<file path="src/pixel_unpack_pkg.sv">
package pixel_unpack_pkg;

   // register indexes on the control port
   localparam logic [3:0] REG_MUX_SEL  = 4'h0;
   localparam logic [3:0] REG_GEN_CTRL = 4'h1;
   localparam logic [3:0] REG_PAL_PAGE = 4'h2;
   localparam logic [3:0] REG_STATUS   = 4'h3;

   // reset values
   localparam logic [7:0] MUX_SEL_RST  = 8'h2D;
   localparam logic [7:0] GEN_CTRL_RST = 8'h03;
   localparam logic [7:0] PAL_PAGE_RST = 8'h00;

   // general control field positions
   localparam int GCR_BIG_ENDIAN_BIT  = 6;
   localparam int GCR_NIBBLE_MODE_BIT = 3;
   localparam int GCR_SPLIT_XFER_BIT  = 2;

   // status field positions
   localparam int STAT_UNDEF_BIT = 7;

   // mode codes on the low six select bits
   localparam logic [5:0] CODE_LEGACY    = 6'h2D;
   localparam logic [5:0] CODE_NIBBLE    = 6'h1F;
   localparam logic [3:0] CODE_PLANE1    = 4'h4;
   localparam logic [3:0] CODE_PLANE2    = 4'h5;
   localparam logic [3:0] CODE_PLANE4    = 4'h6;
   localparam logic [3:0] CODE_PLANE8    = 4'h7;
   localparam logic [5:0] CODE_TC555     = 6'h08;
   localparam logic [5:0] CODE_TC565     = 6'h09;
   localparam logic [5:0] CODE_TC555_DBL = 6'h0A;
   localparam logic [5:0] CODE_TC565_DBL = 6'h0B;
   localparam logic [5:0] CODE_TC24_OVHI = 6'h0E;
   localparam logic [5:0] CODE_TC24_OVLO = 6'h0D;

   // log2 of the group width per mode
   localparam logic [2:0] LOGW_1  = 3'h0;
   localparam logic [2:0] LOGW_2  = 3'h1;
   localparam logic [2:0] LOGW_4  = 3'h2;
   localparam logic [2:0] LOGW_8  = 3'h3;
   localparam logic [2:0] LOGW_16 = 3'h4;
   localparam logic [2:0] LOGW_32 = 3'h5;

   typedef enum logic [3:0] {
      M_LEGACY,
      M_PLANE1,
      M_PLANE2,
      M_PLANE4,
      M_PLANE8,
      M_NIBBLE,
      M_TC555,
      M_TC565,
      M_TC24_OVHI,
      M_TC24_OVLO,
      M_UNDEF
   } mode_t;

endpackage : pixel_unpack_pkg

</file>
<file path="src/pixel_bus_mode_unpacker.sv">
// Our own choices: the strobed register port and the address map.
`timescale 1ns/1ps
module pixel_bus_mode_unpacker
   import pixel_unpack_pkg::*;
#(
   parameter int PIX_W = 32
) (
   // clock and reset
   input  wire logic        sys_clk,
   input  wire logic        rst,
   // register port
   input  wire logic [3:0]  regAddr,
   input  wire logic [7:0]  regWrData,
   input  wire logic        regWr,
   input  wire logic        regRd,
   output logic      [7:0]  regRdData,
   // pins from the video memory side
   input  wire logic        shiftClock,
   input  wire logic        perDotClock,
   input  wire logic        nibbleHalfFlag,
   input  wire logic [31:0] pixelBus,
   input  wire logic [7:0]  legacyPort,
   // per-dot output
   output logic             pixValid,
   output logic      [7:0]  paletteAddr,
   output logic             directColour,
   output logic      [7:0]  red,
   output logic      [7:0]  green,
   output logic      [7:0]  blue,
   output logic      [7:0]  overlay
);

   if (PIX_W != 32) begin : g_width_check
      $error("pixel bus width must be 32");
   end

   // pin synchronisation; bus is stable across the shift edge, which is delayed equally
   logic [42:0] pinSync;
   logic        shiftSync;
   logic        dotSync;
   logic        flagSync;
   logic [7:0]  legacySync;
   logic [31:0] pixSync;

   sync_2ff #(
      .W (43)
   ) u_pin_sync (
      .sys_clk (sys_clk),
      .rst     (rst),
      .asyncIn ({shiftClock, perDotClock, nibbleHalfFlag, legacyPort, pixelBus}),
      .syncOut (pinSync)
   );

   assign shiftSync  = pinSync[42];
   assign dotSync    = pinSync[41];
   assign flagSync   = pinSync[40];
   assign legacySync = pinSync[39:32];
   assign pixSync    = pinSync[31:0];

   logic shiftPrev_ff;
   logic dotPrev_ff;
   logic shiftRise;
   logic dotRise;

   always_ff @(posedge sys_clk or posedge rst) begin
      if (rst) begin
         shiftPrev_ff <= 1'b0;
         dotPrev_ff   <= 1'b0;
      end else begin
         shiftPrev_ff <= shiftSync;
         dotPrev_ff   <= dotSync;
      end
   end

   assign shiftRise = shiftSync & ~shiftPrev_ff;
   assign dotRise   = dotSync & ~dotPrev_ff;

   // register file
   logic [7:0] muxSel_ff;
   logic [7:0] genCtrl_ff;
   logic [7:0] palPage_ff;
   logic [7:0] rdData_ff;
   logic [7:0] nxt_muxSel_ff;
   logic [7:0] nxt_genCtrl_ff;
   logic [7:0] nxt_palPage_ff;
   logic [7:0] nxt_rdData_ff;
   logic       flush;

   mode_t      mode_ff;
   logic [5:0] groupsLeft_ff;

   assign flush = regWr && (regAddr == REG_MUX_SEL || regAddr == REG_GEN_CTRL);

   always_comb begin
      nxt_muxSel_ff  = muxSel_ff;
      nxt_genCtrl_ff = genCtrl_ff;
      nxt_palPage_ff = palPage_ff;
      nxt_rdData_ff  = 8'h00;
      if (regWr) begin
         case (regAddr)
            REG_MUX_SEL: begin
               nxt_muxSel_ff = regWrData;
               // selecting pass-through doubles as a software reset
               if (regWrData[5:0] == CODE_LEGACY) begin
                  nxt_genCtrl_ff = GEN_CTRL_RST;
                  nxt_palPage_ff = PAL_PAGE_RST;
               end
            end
            REG_GEN_CTRL: nxt_genCtrl_ff = regWrData;
            REG_PAL_PAGE: nxt_palPage_ff = regWrData;
            default: ;
         endcase
      end
      if (regRd) begin
         case (regAddr)
            REG_MUX_SEL:  nxt_rdData_ff = muxSel_ff;
            REG_GEN_CTRL: nxt_rdData_ff = genCtrl_ff;
            REG_PAL_PAGE: nxt_rdData_ff = palPage_ff;
            REG_STATUS: begin
               nxt_rdData_ff[STAT_UNDEF_BIT] = (mode_ff == M_UNDEF);
               nxt_rdData_ff[5:0]            = groupsLeft_ff;
            end
            default:      nxt_rdData_ff = 8'h00;
         endcase
      end
   end

   always_ff @(posedge sys_clk or posedge rst) begin
      if (rst) begin
         muxSel_ff  <= MUX_SEL_RST;
         genCtrl_ff <= GEN_CTRL_RST;
         palPage_ff <= PAL_PAGE_RST;
         rdData_ff  <= 8'h00;
      end else begin
         muxSel_ff  <= nxt_muxSel_ff;
         genCtrl_ff <= nxt_genCtrl_ff;
         palPage_ff <= nxt_palPage_ff;
         rdData_ff  <= nxt_rdData_ff;
      end
   end

   assign regRdData = rdData_ff;

   // mode decode; bits 7:6 never reach it
   function automatic mode_t decodeMode(input logic [5:0] code, input logic nibEn);
      mode_t m;
      m = M_UNDEF;
      if (nibEn || code == CODE_NIBBLE) begin
         m = M_NIBBLE;
      end else if (code == CODE_LEGACY) begin
         m = M_LEGACY;
      end else begin
         case (code[5:2])
            CODE_PLANE1: m = M_PLANE1;
            CODE_PLANE2: m = M_PLANE2;
            CODE_PLANE4: m = M_PLANE4;
            CODE_PLANE8: m = M_PLANE8;
            default: begin
               case (code)
                  CODE_TC555, CODE_TC555_DBL: m = M_TC555;
                  CODE_TC565, CODE_TC565_DBL: m = M_TC565;
                  CODE_TC24_OVHI:             m = M_TC24_OVHI;
                  CODE_TC24_OVLO:             m = M_TC24_OVLO;
                  default:                    m = M_UNDEF;
               endcase
            end
         endcase
      end
      return m;
   endfunction : decodeMode

   // serialiser and per-dot output
   logic        nibbleEn;
   logic        bigEndian;
   logic [31:0] busOrdered;
   logic [15:0] nibbleWord;
   logic [31:0] grp;
   logic [4:0]  shamt;
   logic [5:0]  loadCount;
   logic [2:0]  loadLogW;
   logic [31:0] loadWord;
   logic [7:0]  ov;

   logic [31:0] word_ff;
   logic [4:0]  idx_ff;
   logic [2:0]  logW_ff;
   logic        pixValid_ff;
   logic [7:0]  paletteAddr_ff;
   logic        directColour_ff;
   logic [7:0]  red_ff;
   logic [7:0]  green_ff;
   logic [7:0]  blue_ff;
   logic [7:0]  overlay_ff;

   mode_t       nxt_mode_ff;
   logic [31:0] nxt_word_ff;
   logic [4:0]  nxt_idx_ff;
   logic [2:0]  nxt_logW_ff;
   logic [5:0]  nxt_groupsLeft_ff;
   logic        nxt_pixValid_ff;
   logic [7:0]  nxt_paletteAddr_ff;
   logic        nxt_directColour_ff;
   logic [7:0]  nxt_red_ff;
   logic [7:0]  nxt_green_ff;
   logic [7:0]  nxt_blue_ff;
   logic [7:0]  nxt_overlay_ff;

   assign nibbleEn  = genCtrl_ff[GCR_NIBBLE_MODE_BIT] & ~genCtrl_ff[GCR_SPLIT_XFER_BIT];
   assign bigEndian = genCtrl_ff[GCR_BIG_ENDIAN_BIT];

   always_comb begin
      for (int i = 0; i < 32; i++) begin
         busOrdered[i] = bigEndian ? pixSync[31-i] : pixSync[i];
      end
      nibbleWord = flagSync ? {busOrdered[31:28], busOrdered[23:20],
                               busOrdered[15:12], busOrdered[7:4]}
                            : {busOrdered[27:24], busOrdered[19:16],
                               busOrdered[11:8], busOrdered[3:0]};
      loadWord  = busOrdered;
      loadCount = 6'd1;
      loadLogW  = LOGW_32;
      // count per load follows the bus-width field of the code in the plane and 16-bit modes
      case (mode_ff)
         M_LEGACY: begin
            loadWord = {24'h00_0000, legacySync};
         end
         M_PLANE1: begin
            loadCount = 6'(6'd4 << muxSel_ff[1:0]);
            loadLogW  = LOGW_1;
         end
         M_PLANE2: begin
            loadCount = 6'(6'd2 << muxSel_ff[1:0]);
            loadLogW  = LOGW_2;
         end
         M_PLANE4: begin
            loadCount = 6'(6'd1 << muxSel_ff[1:0]);
            loadLogW  = LOGW_4;
         end
         M_PLANE8: begin
            loadCount = 6'(6'd1 << muxSel_ff[1:0]);
            loadLogW  = LOGW_8;
         end
         M_NIBBLE: begin
            loadWord  = {16'h0000, nibbleWord};
            loadCount = 6'd4;
            loadLogW  = LOGW_4;
         end
         M_TC555, M_TC565: begin
            loadCount = muxSel_ff[1] ? 6'd2 : 6'd1;
            loadLogW  = LOGW_16;
         end
         default: ;
      endcase
      shamt = 5'(idx_ff << logW_ff);
      grp   = word_ff >> shamt;
   end

   always_comb begin
      nxt_mode_ff         = decodeMode(muxSel_ff[5:0], nibbleEn);
      nxt_word_ff         = word_ff;
      nxt_idx_ff          = idx_ff;
      nxt_logW_ff         = logW_ff;
      nxt_groupsLeft_ff   = groupsLeft_ff;
      nxt_pixValid_ff     = 1'b0;
      nxt_paletteAddr_ff  = paletteAddr_ff;
      nxt_directColour_ff = directColour_ff;
      nxt_red_ff          = red_ff;
      nxt_green_ff        = green_ff;
      nxt_blue_ff         = blue_ff;
      nxt_overlay_ff      = overlay_ff;
      ov                  = 8'h00;
      if (mode_ff == M_UNDEF) begin
         nxt_groupsLeft_ff   = 6'd0;
         nxt_paletteAddr_ff  = 8'h00;
         nxt_directColour_ff = 1'b0;
         nxt_red_ff          = 8'h00;
         nxt_green_ff        = 8'h00;
         nxt_blue_ff         = 8'h00;
         nxt_overlay_ff      = 8'h00;
      end else if (flush) begin
         nxt_groupsLeft_ff = 6'd0;
      end else if (shiftRise) begin
         nxt_word_ff       = loadWord;
         nxt_idx_ff        = 5'd0;
         nxt_logW_ff       = loadLogW;
         nxt_groupsLeft_ff = loadCount;
      end else if (dotRise && groupsLeft_ff != 6'd0) begin
         nxt_idx_ff          = idx_ff + 5'd1;
         nxt_groupsLeft_ff   = groupsLeft_ff - 6'd1;
         nxt_pixValid_ff     = 1'b1;
         nxt_directColour_ff = 1'b0;
         nxt_red_ff          = 8'h00;
         nxt_green_ff        = 8'h00;
         nxt_blue_ff         = 8'h00;
         case (mode_ff)
            M_PLANE1: nxt_paletteAddr_ff = {palPage_ff[7:1], grp[0]};
            M_PLANE2: nxt_paletteAddr_ff = {palPage_ff[7:2], grp[1:0]};
            M_PLANE4, M_NIBBLE: nxt_paletteAddr_ff = {palPage_ff[7:4], grp[3:0]};
            M_TC555: begin
               ov           = {palPage_ff[7:1], grp[15]};
               nxt_red_ff   = {grp[14:10], 3'b000};
               nxt_green_ff = {grp[9:5], 3'b000};
               nxt_blue_ff  = {grp[4:0], 3'b000};
            end
            M_TC565: begin
               nxt_red_ff   = {grp[15:11], 3'b000};
               nxt_green_ff = {grp[10:5], 2'b00};
               nxt_blue_ff  = {grp[4:0], 3'b000};
            end
            M_TC24_OVHI: begin
               ov           = grp[31:24];
               nxt_red_ff   = grp[23:16];
               nxt_green_ff = grp[15:8];
               nxt_blue_ff  = grp[7:0];
            end
            M_TC24_OVLO: begin
               nxt_blue_ff  = grp[31:24];
               nxt_green_ff = grp[23:16];
               nxt_red_ff   = grp[15:8];
               ov           = grp[7:0];
            end
            default: nxt_paletteAddr_ff = grp[7:0];
         endcase
         if (mode_ff inside {M_TC555, M_TC565, M_TC24_OVHI, M_TC24_OVLO}) begin
            nxt_overlay_ff = ov;
            if (ov != 8'h00) begin
               nxt_paletteAddr_ff  = ov;
            end else begin
               nxt_directColour_ff = 1'b1;
            end
         end else begin
            nxt_overlay_ff = 8'h00;
         end
      end
   end

   always_ff @(posedge sys_clk or posedge rst) begin
      if (rst) begin
         mode_ff         <= M_LEGACY;
         word_ff         <= 32'h0000_0000;
         idx_ff          <= 5'd0;
         logW_ff         <= LOGW_32;
         groupsLeft_ff   <= 6'd0;
         pixValid_ff     <= 1'b0;
         paletteAddr_ff  <= 8'h00;
         directColour_ff <= 1'b0;
         red_ff          <= 8'h00;
         green_ff        <= 8'h00;
         blue_ff         <= 8'h00;
         overlay_ff      <= 8'h00;
      end else begin
         mode_ff         <= nxt_mode_ff;
         word_ff         <= nxt_word_ff;
         idx_ff          <= nxt_idx_ff;
         logW_ff         <= nxt_logW_ff;
         groupsLeft_ff   <= nxt_groupsLeft_ff;
         pixValid_ff     <= nxt_pixValid_ff;
         paletteAddr_ff  <= nxt_paletteAddr_ff;
         directColour_ff <= nxt_directColour_ff;
         red_ff          <= nxt_red_ff;
         green_ff        <= nxt_green_ff;
         blue_ff         <= nxt_blue_ff;
         overlay_ff      <= nxt_overlay_ff;
      end
   end

   assign pixValid     = pixValid_ff;
   assign paletteAddr  = paletteAddr_ff;
   assign directColour = directColour_ff;
   assign red          = red_ff;
   assign green        = green_ff;
   assign blue         = blue_ff;
   assign overlay      = overlay_ff;

   // checks
   logic pixTop;
   assign pixTop = pixSync[31];

   property p_sel_top_ignored;
      @(posedge sys_clk) disable iff (rst)
      regWr && regAddr == REG_MUX_SEL && regWrData[5:0] == CODE_LEGACY
      |=> ##1 mode_ff == M_LEGACY;
   endproperty
   a_sel_top_ignored: assert property (p_sel_top_ignored)
      else $error("pass-through code not decoded with top bits set");

   property p_load_count;
      @(posedge sys_clk) disable iff (rst)
      shiftRise && !flush && mode_ff == M_PLANE1
      |=> idx_ff == 5'd0 && groupsLeft_ff == 6'(6'd4 << $past(muxSel_ff[1:0]));
   endproperty
   a_load_count: assert property (p_load_count)
      else $error("single-plane load count wrong");

   property p_dot_step;
      @(posedge sys_clk) disable iff (rst)
      dotRise && !shiftRise && !flush && mode_ff != M_UNDEF && groupsLeft_ff != 6'd0
      |=> pixValid_ff && idx_ff == $past(idx_ff) + 5'd1;
   endproperty
   a_dot_step: assert property (p_dot_step)
      else $error("dot edge did not emit next group");

   property p_no_dot_when_empty;
      @(posedge sys_clk) disable iff (rst)
      groupsLeft_ff == 6'd0 && !shiftRise |=> !pixValid_ff;
   endproperty
   a_no_dot_when_empty: assert property (p_no_dot_when_empty)
      else $error("pixel emitted with nothing loaded");

   property p_left_justify;
      @(posedge sys_clk) disable iff (rst)
      pixValid_ff && directColour_ff && (mode_ff == M_TC555 || mode_ff == M_TC565)
      |-> red_ff[2:0] == 3'b000 && blue_ff[2:0] == 3'b000;
   endproperty
   a_left_justify: assert property (p_left_justify)
      else $error("16-bit colour field not left-justified");

   property p_overlay_wins;
      @(posedge sys_clk) disable iff (rst)
      pixValid_ff && overlay_ff != 8'h00 |-> !directColour_ff && paletteAddr_ff == overlay_ff;
   endproperty
   a_overlay_wins: assert property (p_overlay_wins)
      else $error("non-zero overlay did not select palette");

   property p_overlay_page;
      @(posedge sys_clk) disable iff (rst)
      pixValid_ff && mode_ff == M_TC555 && $stable(palPage_ff)
      |-> overlay_ff[7:1] == palPage_ff[7:1];
   endproperty
   a_overlay_page: assert property (p_overlay_page)
      else $error("5-5-5 overlay upper bits not from page register");

   property p_big_endian;
      @(posedge sys_clk) disable iff (rst)
      shiftRise && !flush && bigEndian && mode_ff == M_PLANE8
      |=> word_ff[0] == $past(pixTop);
   endproperty
   a_big_endian: assert property (p_big_endian)
      else $error("big-endian bus not reversed on load");

   property p_undef_silent;
      @(posedge sys_clk) disable iff (rst)
      mode_ff == M_UNDEF ##1 mode_ff == M_UNDEF |-> !pixValid_ff && paletteAddr_ff == 8'h00;
   endproperty
   a_undef_silent: assert property (p_undef_silent)
      else $error("undefined mode produced output");

endmodule : pixel_bus_mode_unpacker

</file>
<file path="src/sync_2ff.sv">
`timescale 1ns/1ps
module sync_2ff #(
   parameter int W = 1
) (
   // clock and reset
   input  wire logic         sys_clk,
   input  wire logic         rst,
   // asynchronous levels in, synchronised levels out
   input  wire logic [W-1:0] asyncIn,
   output logic      [W-1:0] syncOut
);
   logic [W-1:0] meta_ff;
   logic [W-1:0] stable_ff;

   always_ff @(posedge sys_clk or posedge rst) begin
      if (rst) begin
         meta_ff   <= '0;
         stable_ff <= '0;
      end else begin
         meta_ff   <= asyncIn;
         stable_ff <= meta_ff;
      end
   end

   assign syncOut = stable_ff;
endmodule : sync_2ff

</file>
<file path="config.mk">
export PLATFORM = sky130hd
export DESIGN_NAME = pixel_bus_mode_unpacker
export DESIGN_NICKNAME = d
export VERILOG_FILES = /design/src/pixel_unpack_pkg.sv /design/src/pixel_bus_mode_unpacker.sv /design/src/sync_2ff.sv
export SDC_FILE = /design/constraint.sdc
export NUM_CORES = 1
export LEC_CHECK = 0
export ABC_AREA = 1
export BUFFER_PORTS_ARGS = -buffer_cell sky130_fd_sc_hd__clkbuf_2
export CAP_MARGIN = 20
export CORE_AREA = 2 2 135 137
export DETAILED_ROUTE_END_ITERATION = 10
export DIE_AREA = 0 0 137 139
export GPL_TIMING_DRIVEN = 1
export HOLD_SLACK_MARGIN = 0.03
export PLACE_DENSITY = 0.89
export REMOVE_ABC_BUFFERS = 1
export SLEW_MARGIN = 15
export SYNTH_ARGS = -nofsm -noshare
export SYNTH_HDL_FRONTEND = slang
export SYNTH_SLANG_ARGS = --single-unit
</file>
<file path="constraint.sdc">
create_clock -name sys_clk -period 11.16 [get_ports sys_clk]
set_input_delay 0.558 -clock sys_clk [delete_from_list [all_inputs] [get_ports sys_clk]]
set_output_delay 0.558 -clock sys_clk [all_outputs]
set_load 0.1 [all_outputs]
</file>
==> impl_summary.txt <==
----------------------------------------------------
[Outcome]
  Outcome ... finished clean

[Floorplan]
  Die outline area ... 19000 um2
  Count of standard-cell rows ... 49
  IO Pins ... about 110
  Initial Util ... roughly 63%
  Core Footprint ... about 18000 um2
  Height of the die ... around 140 um
  Die Span X ... 137 um

[STA]
  Max-slew violations ... 0
  Fin. Hold Viols ... 0
  Worst path setup slack after routing ... about 8 ns
  Shortest clock period the worst path allows after layout ... between 3 and 4 ns
  Final Hold Slack ... between 0.1 and 0.15 ns
  Maximum clock frequency ... between 0.2 and 0.3 GHz
  Worst-margin pin slew ... about 0.93 ns
  Setup repair after global routing missed its margin ... no
  Final worst-path cycle share ... 30.1%
  Worst max-slew margin expressed relative to the limit ... between 30% and 40%
  Setup_tns ... 0 ns
  Final Skew ... roughly 0.013 ns
  # setup viols final ... 0

[Detailed routing]
  Detail-routed net length per standard cell ... between 15 and 20 um
  Total number of vias ... roughly 11000
  Detailed-route DRC error count ... 0
  Starting DRT DRC Count ... approximately 1300
  DR vias/cell ... around 6.1
  Overall routed net length ... ~31 mm
  Final antenna-violating net count ... 0
  First drt pass iteration count ... 6

[Min path]
  Min-delay worst type ... in -> reg
  Min-Delay Path Depth ... 1

[Pwr]
  Internal power component ... about 1.9 mW
  Combinational group share of total power ... 55.1%
  Flop pwr share ... between 20% and 30%
  Switching portion of total power ... between 50% and 60%
  Net switching power of the design ... approximately 2.1 mW
  Maximum resistive drop on vdd ... around 320 uV
  Tot Pwr ... 3.93 mW
  Clock network fraction of total power ... about 19%
  Total power density per cell area ... 318 nW/um2
  Static Leak ... 6.05 nW

[Global routing]
  Global-route wire length before repair ... roughly 50 mm
  Initial antenna violation count ... 0
  Total global routing track utilization ... between 30% and 40%
  Via count of the first global-routing pass ... approximately 10000
  Total gr overflow ... 0
  Largest net degree at the start of global routing ... 140

[Logic synthesis]
  Cell variety after synth ... 45
  Number of warnings issued by yosys ... 0
  Fraction of registers with async set/reset ... 100%
  Syn Area/Cell ... around 7.8 um2
  Most instantiated flip-flop cell in the synthesis netlist ... sky130_fd_sc_hd__dfrtp_1
  Area of the mapped netlist ... approximately 11000 um2
  FF+latch count, synth ... roughly 210
  Post-synthesis cell count ... 1425
  Sequential cell area fraction in the yosys report ... 48.0%
  Number of enable-type register cells in the synthesized netlist ... 0

[Cells and area]
  Most used cells in the layout excluding fill and tap cells ... sky130_fd_sc_hd__nand2_1 (305), sky130_fd_sc_hd__nand3_1 (283), sky130_fd_sc_hd__dfrtp_1 (204)
  Commonest non-fill, non-tap cell in the layout ... sky130_fd_sc_hd__nand2_1
  Number of non-filler instances in the completed layout ... between 1500 and 2000
  Share of post-route cells with drive strength above 1 ... 13.3%
  Synthesis-to-finish area growth ... 11.6%
  ANT cells ... 0
  Number of nets in the final layout ... about 1600

[Critical path]
  Reg-to-reg startpoint ... logW_ff[1]$_DFFE_PP0P_
  Worst setup path startpoint ... logW_ff[1]$_DFFE_PP0P_
  Number of cells on the worst reg-to-reg path ... 15
  Critical path fanouts, max ... 32
  Crit path capture ... paletteAddr[5]$_DFFE_PP0P_
  Critical path capture point type ... flop
  WP data required ... approximately 12 ns
  End of the worst register-to-register path ... paletteAddr[5]$_DFFE_PP0P_
  Worst reg2reg setup slack ... ~7.8 ns
  CP startpoint kind ... flop
  Crit path DAT ... 3.81 ns
  Critical path start-end classification ... reg -> reg

[CTS]
  Count of instances resized after the clock tree is built ... 0
  Deepest level of the CTS H-tree ... 1
  TritonCTS clock tree ... built
  Clock sink total ... 212
  Clock transition at the registers of the reported paths ... ~0.060 ns
  Number of CTS-inserted buffers ... 21
  Latest clock arrival within the worst-skew pair ... slightly above 0.5 ns
  Root buf cell ... sky130_fd_sc_hd__clkbuf_16
  Max Buffers Root-to-Sink ... 3
  Post-CTS setup repair buffer count ... 0
  Hold buffer count at CTS ... 0

[Place]
  Dpl ws ... about 7.9 ns
  Global placement routability congestion ... slightly below 1
  Post-placement cell count ... roughly 1700
  Count of buffers inserted at the top-level ports ... between 100 and 150
  Hpwl dp ... 21.6 mm

[Job]
  Number of max-cap violations ... 0

----------------------------------------------------
==> per-layer routing <==
metal | up-vias | global-route usage, % | wire [um]
li1 | 4930 | - | -
met1 | 4926 | 46.9 | 12900
met2 | 639 | 50.8 | 14100
met3 | 105 | 6.25 | 2920
met4 | 0 | 12.5 | 1180
met5 | - | 0 | 0
==> worst max-delay path: stages (launching register included) <==
cell and delay (ns):
sky130_fd_sc_hd__dfrtp_1 0.42, sky130_fd_sc_hd__nor2_4 0.60, sky130_fd_sc_hd__nand3_4 0.44, sky130_fd_sc_hd__nand3_1 0.32, sky130_fd_sc_hd__nand3_1 0.13, sky130_fd_sc_hd__nand3_1 0.14, sky130_fd_sc_hd__nand3_1 0.11, sky130_fd_sc_hd__nand2_2 0.16
sky130_fd_sc_hd__nor2_1 0.09, sky130_fd_sc_hd__nor2_4 0.16, sky130_fd_sc_hd__nand2_2 0.07, sky130_fd_sc_hd__nor2_4 0.23, sky130_fd_sc_hd__nand2_4 0.13, sky130_fd_sc_hd__nand2_1 0.11, sky130_fd_sc_hd__nand3_1 0.07, sky130_fd_sc_hd__nand2_1 0.10
==> how the worst min path moves through the flow <==
stage,startpoint,endpoint,slack (ns)
4_1_cts,pixelBus[22],u_pin_sync.meta_ff[22]$_DFF_PP0_,0.13
6_report,pixelBus[22],u_pin_sync.meta_ff[22]$_DFF_PP0_,0.15
3_5_place_dp,u_pin_sync.meta_ff[13]$_DFF_PP0_,u_pin_sync.syncOut[13]$_DFF_PP0_,0.33
2_1_floorplan,u_pin_sync.meta_ff[0]$_DFF_PP0_,u_pin_sync.syncOut[0]$_DFF_PP0_,0.33
5_1_grt,pixelBus[9],u_pin_sync.meta_ff[9]$_DFF_PP0_,0.13
3_3_place_gp,u_pin_sync.meta_ff[6]$_DFF_PP0_,u_pin_sync.syncOut[6]$_DFF_PP0_,0.33
==> Yosys cell counts (8+ instances only) <==
| master | number | area [um2] |
|---|---|---|
| sky130_fd_sc_hd__a21oi_1 | 40 | 200 |
| sky130_fd_sc_hd__a221oi_1 | 8 | 70.1 |
| sky130_fd_sc_hd__a22oi_1 | 9 | 67.6 |
| sky130_fd_sc_hd__buf_2 | 18 | 90.1 |
| sky130_fd_sc_hd__clkbuf_1 | 37 | 139 |
| sky130_fd_sc_hd__dfrtp_1 | 204 | 5100 |
| sky130_fd_sc_hd__dfstp_2 | 8 | 210 |
| sky130_fd_sc_hd__inv_1 | 141 | 529 |
| sky130_fd_sc_hd__inv_2 | 13 | 48.8 |
| sky130_fd_sc_hd__nand2_1 | 305 | 1140 |
| sky130_fd_sc_hd__nand2_2 | 9 | 56.3 |
| sky130_fd_sc_hd__nand3_1 | 283 | 1420 |
| sky130_fd_sc_hd__nand3b_1 | 10 | 75.1 |
| sky130_fd_sc_hd__nor2_1 | 75 | 282 |
| sky130_fd_sc_hd__nor3_1 | 11 | 55.1 |
| sky130_fd_sc_hd__o211ai_1 | 14 | 105 |
| sky130_fd_sc_hd__o21ai_0 | 140 | 701 |
| sky130_fd_sc_hd__o22ai_1 | 24 | 150 |
==> cells by family after synthesis <==
kind of cell	share of synthesized area, %
adders and majority gates	0.339
DFF	48.0
and+or+nand+nor	29.5
buffers and inverters	8.50
AOI/OAI and AO/OA	13.7
==> cell type report <==
type | instances | area (um2)
well taps | 229 | 287
inverters | 159 | 604
fillers | 1375 | 5290
repair buffers | 119 | 623
clock buffers | 30 | 609
clock inverters | 8 | 100
multi-input cells | 986 | 4820
flip-flops and latches | 212 | 5320
==> through the flow <==
stage               util [%]  cell area [um2]
floorplan                  -            10700
global route            70.0            12400
global placement        66.0            11700
finish                  70.0            12400
detailed placement      66.0            11700
CTS                     70.0            12400
==> power by group through the flow <==
stage | logic [mW] | clock network [mW] | registers [mW]
2_1_floorplan | 1.20 | 0 | 1.41
3_3_place_gp | 2.09 | 0 | 1.04
3_5_place_dp | 2.11 | 0 | 1.04
4_1_cts | 2.12 | 0.738 | 1.03
5_1_grt | 2.36 | 0.769 | 1.05
6_report | 2.17 | 0.728 | 1.04
Power figures use the tool's default switching activity.
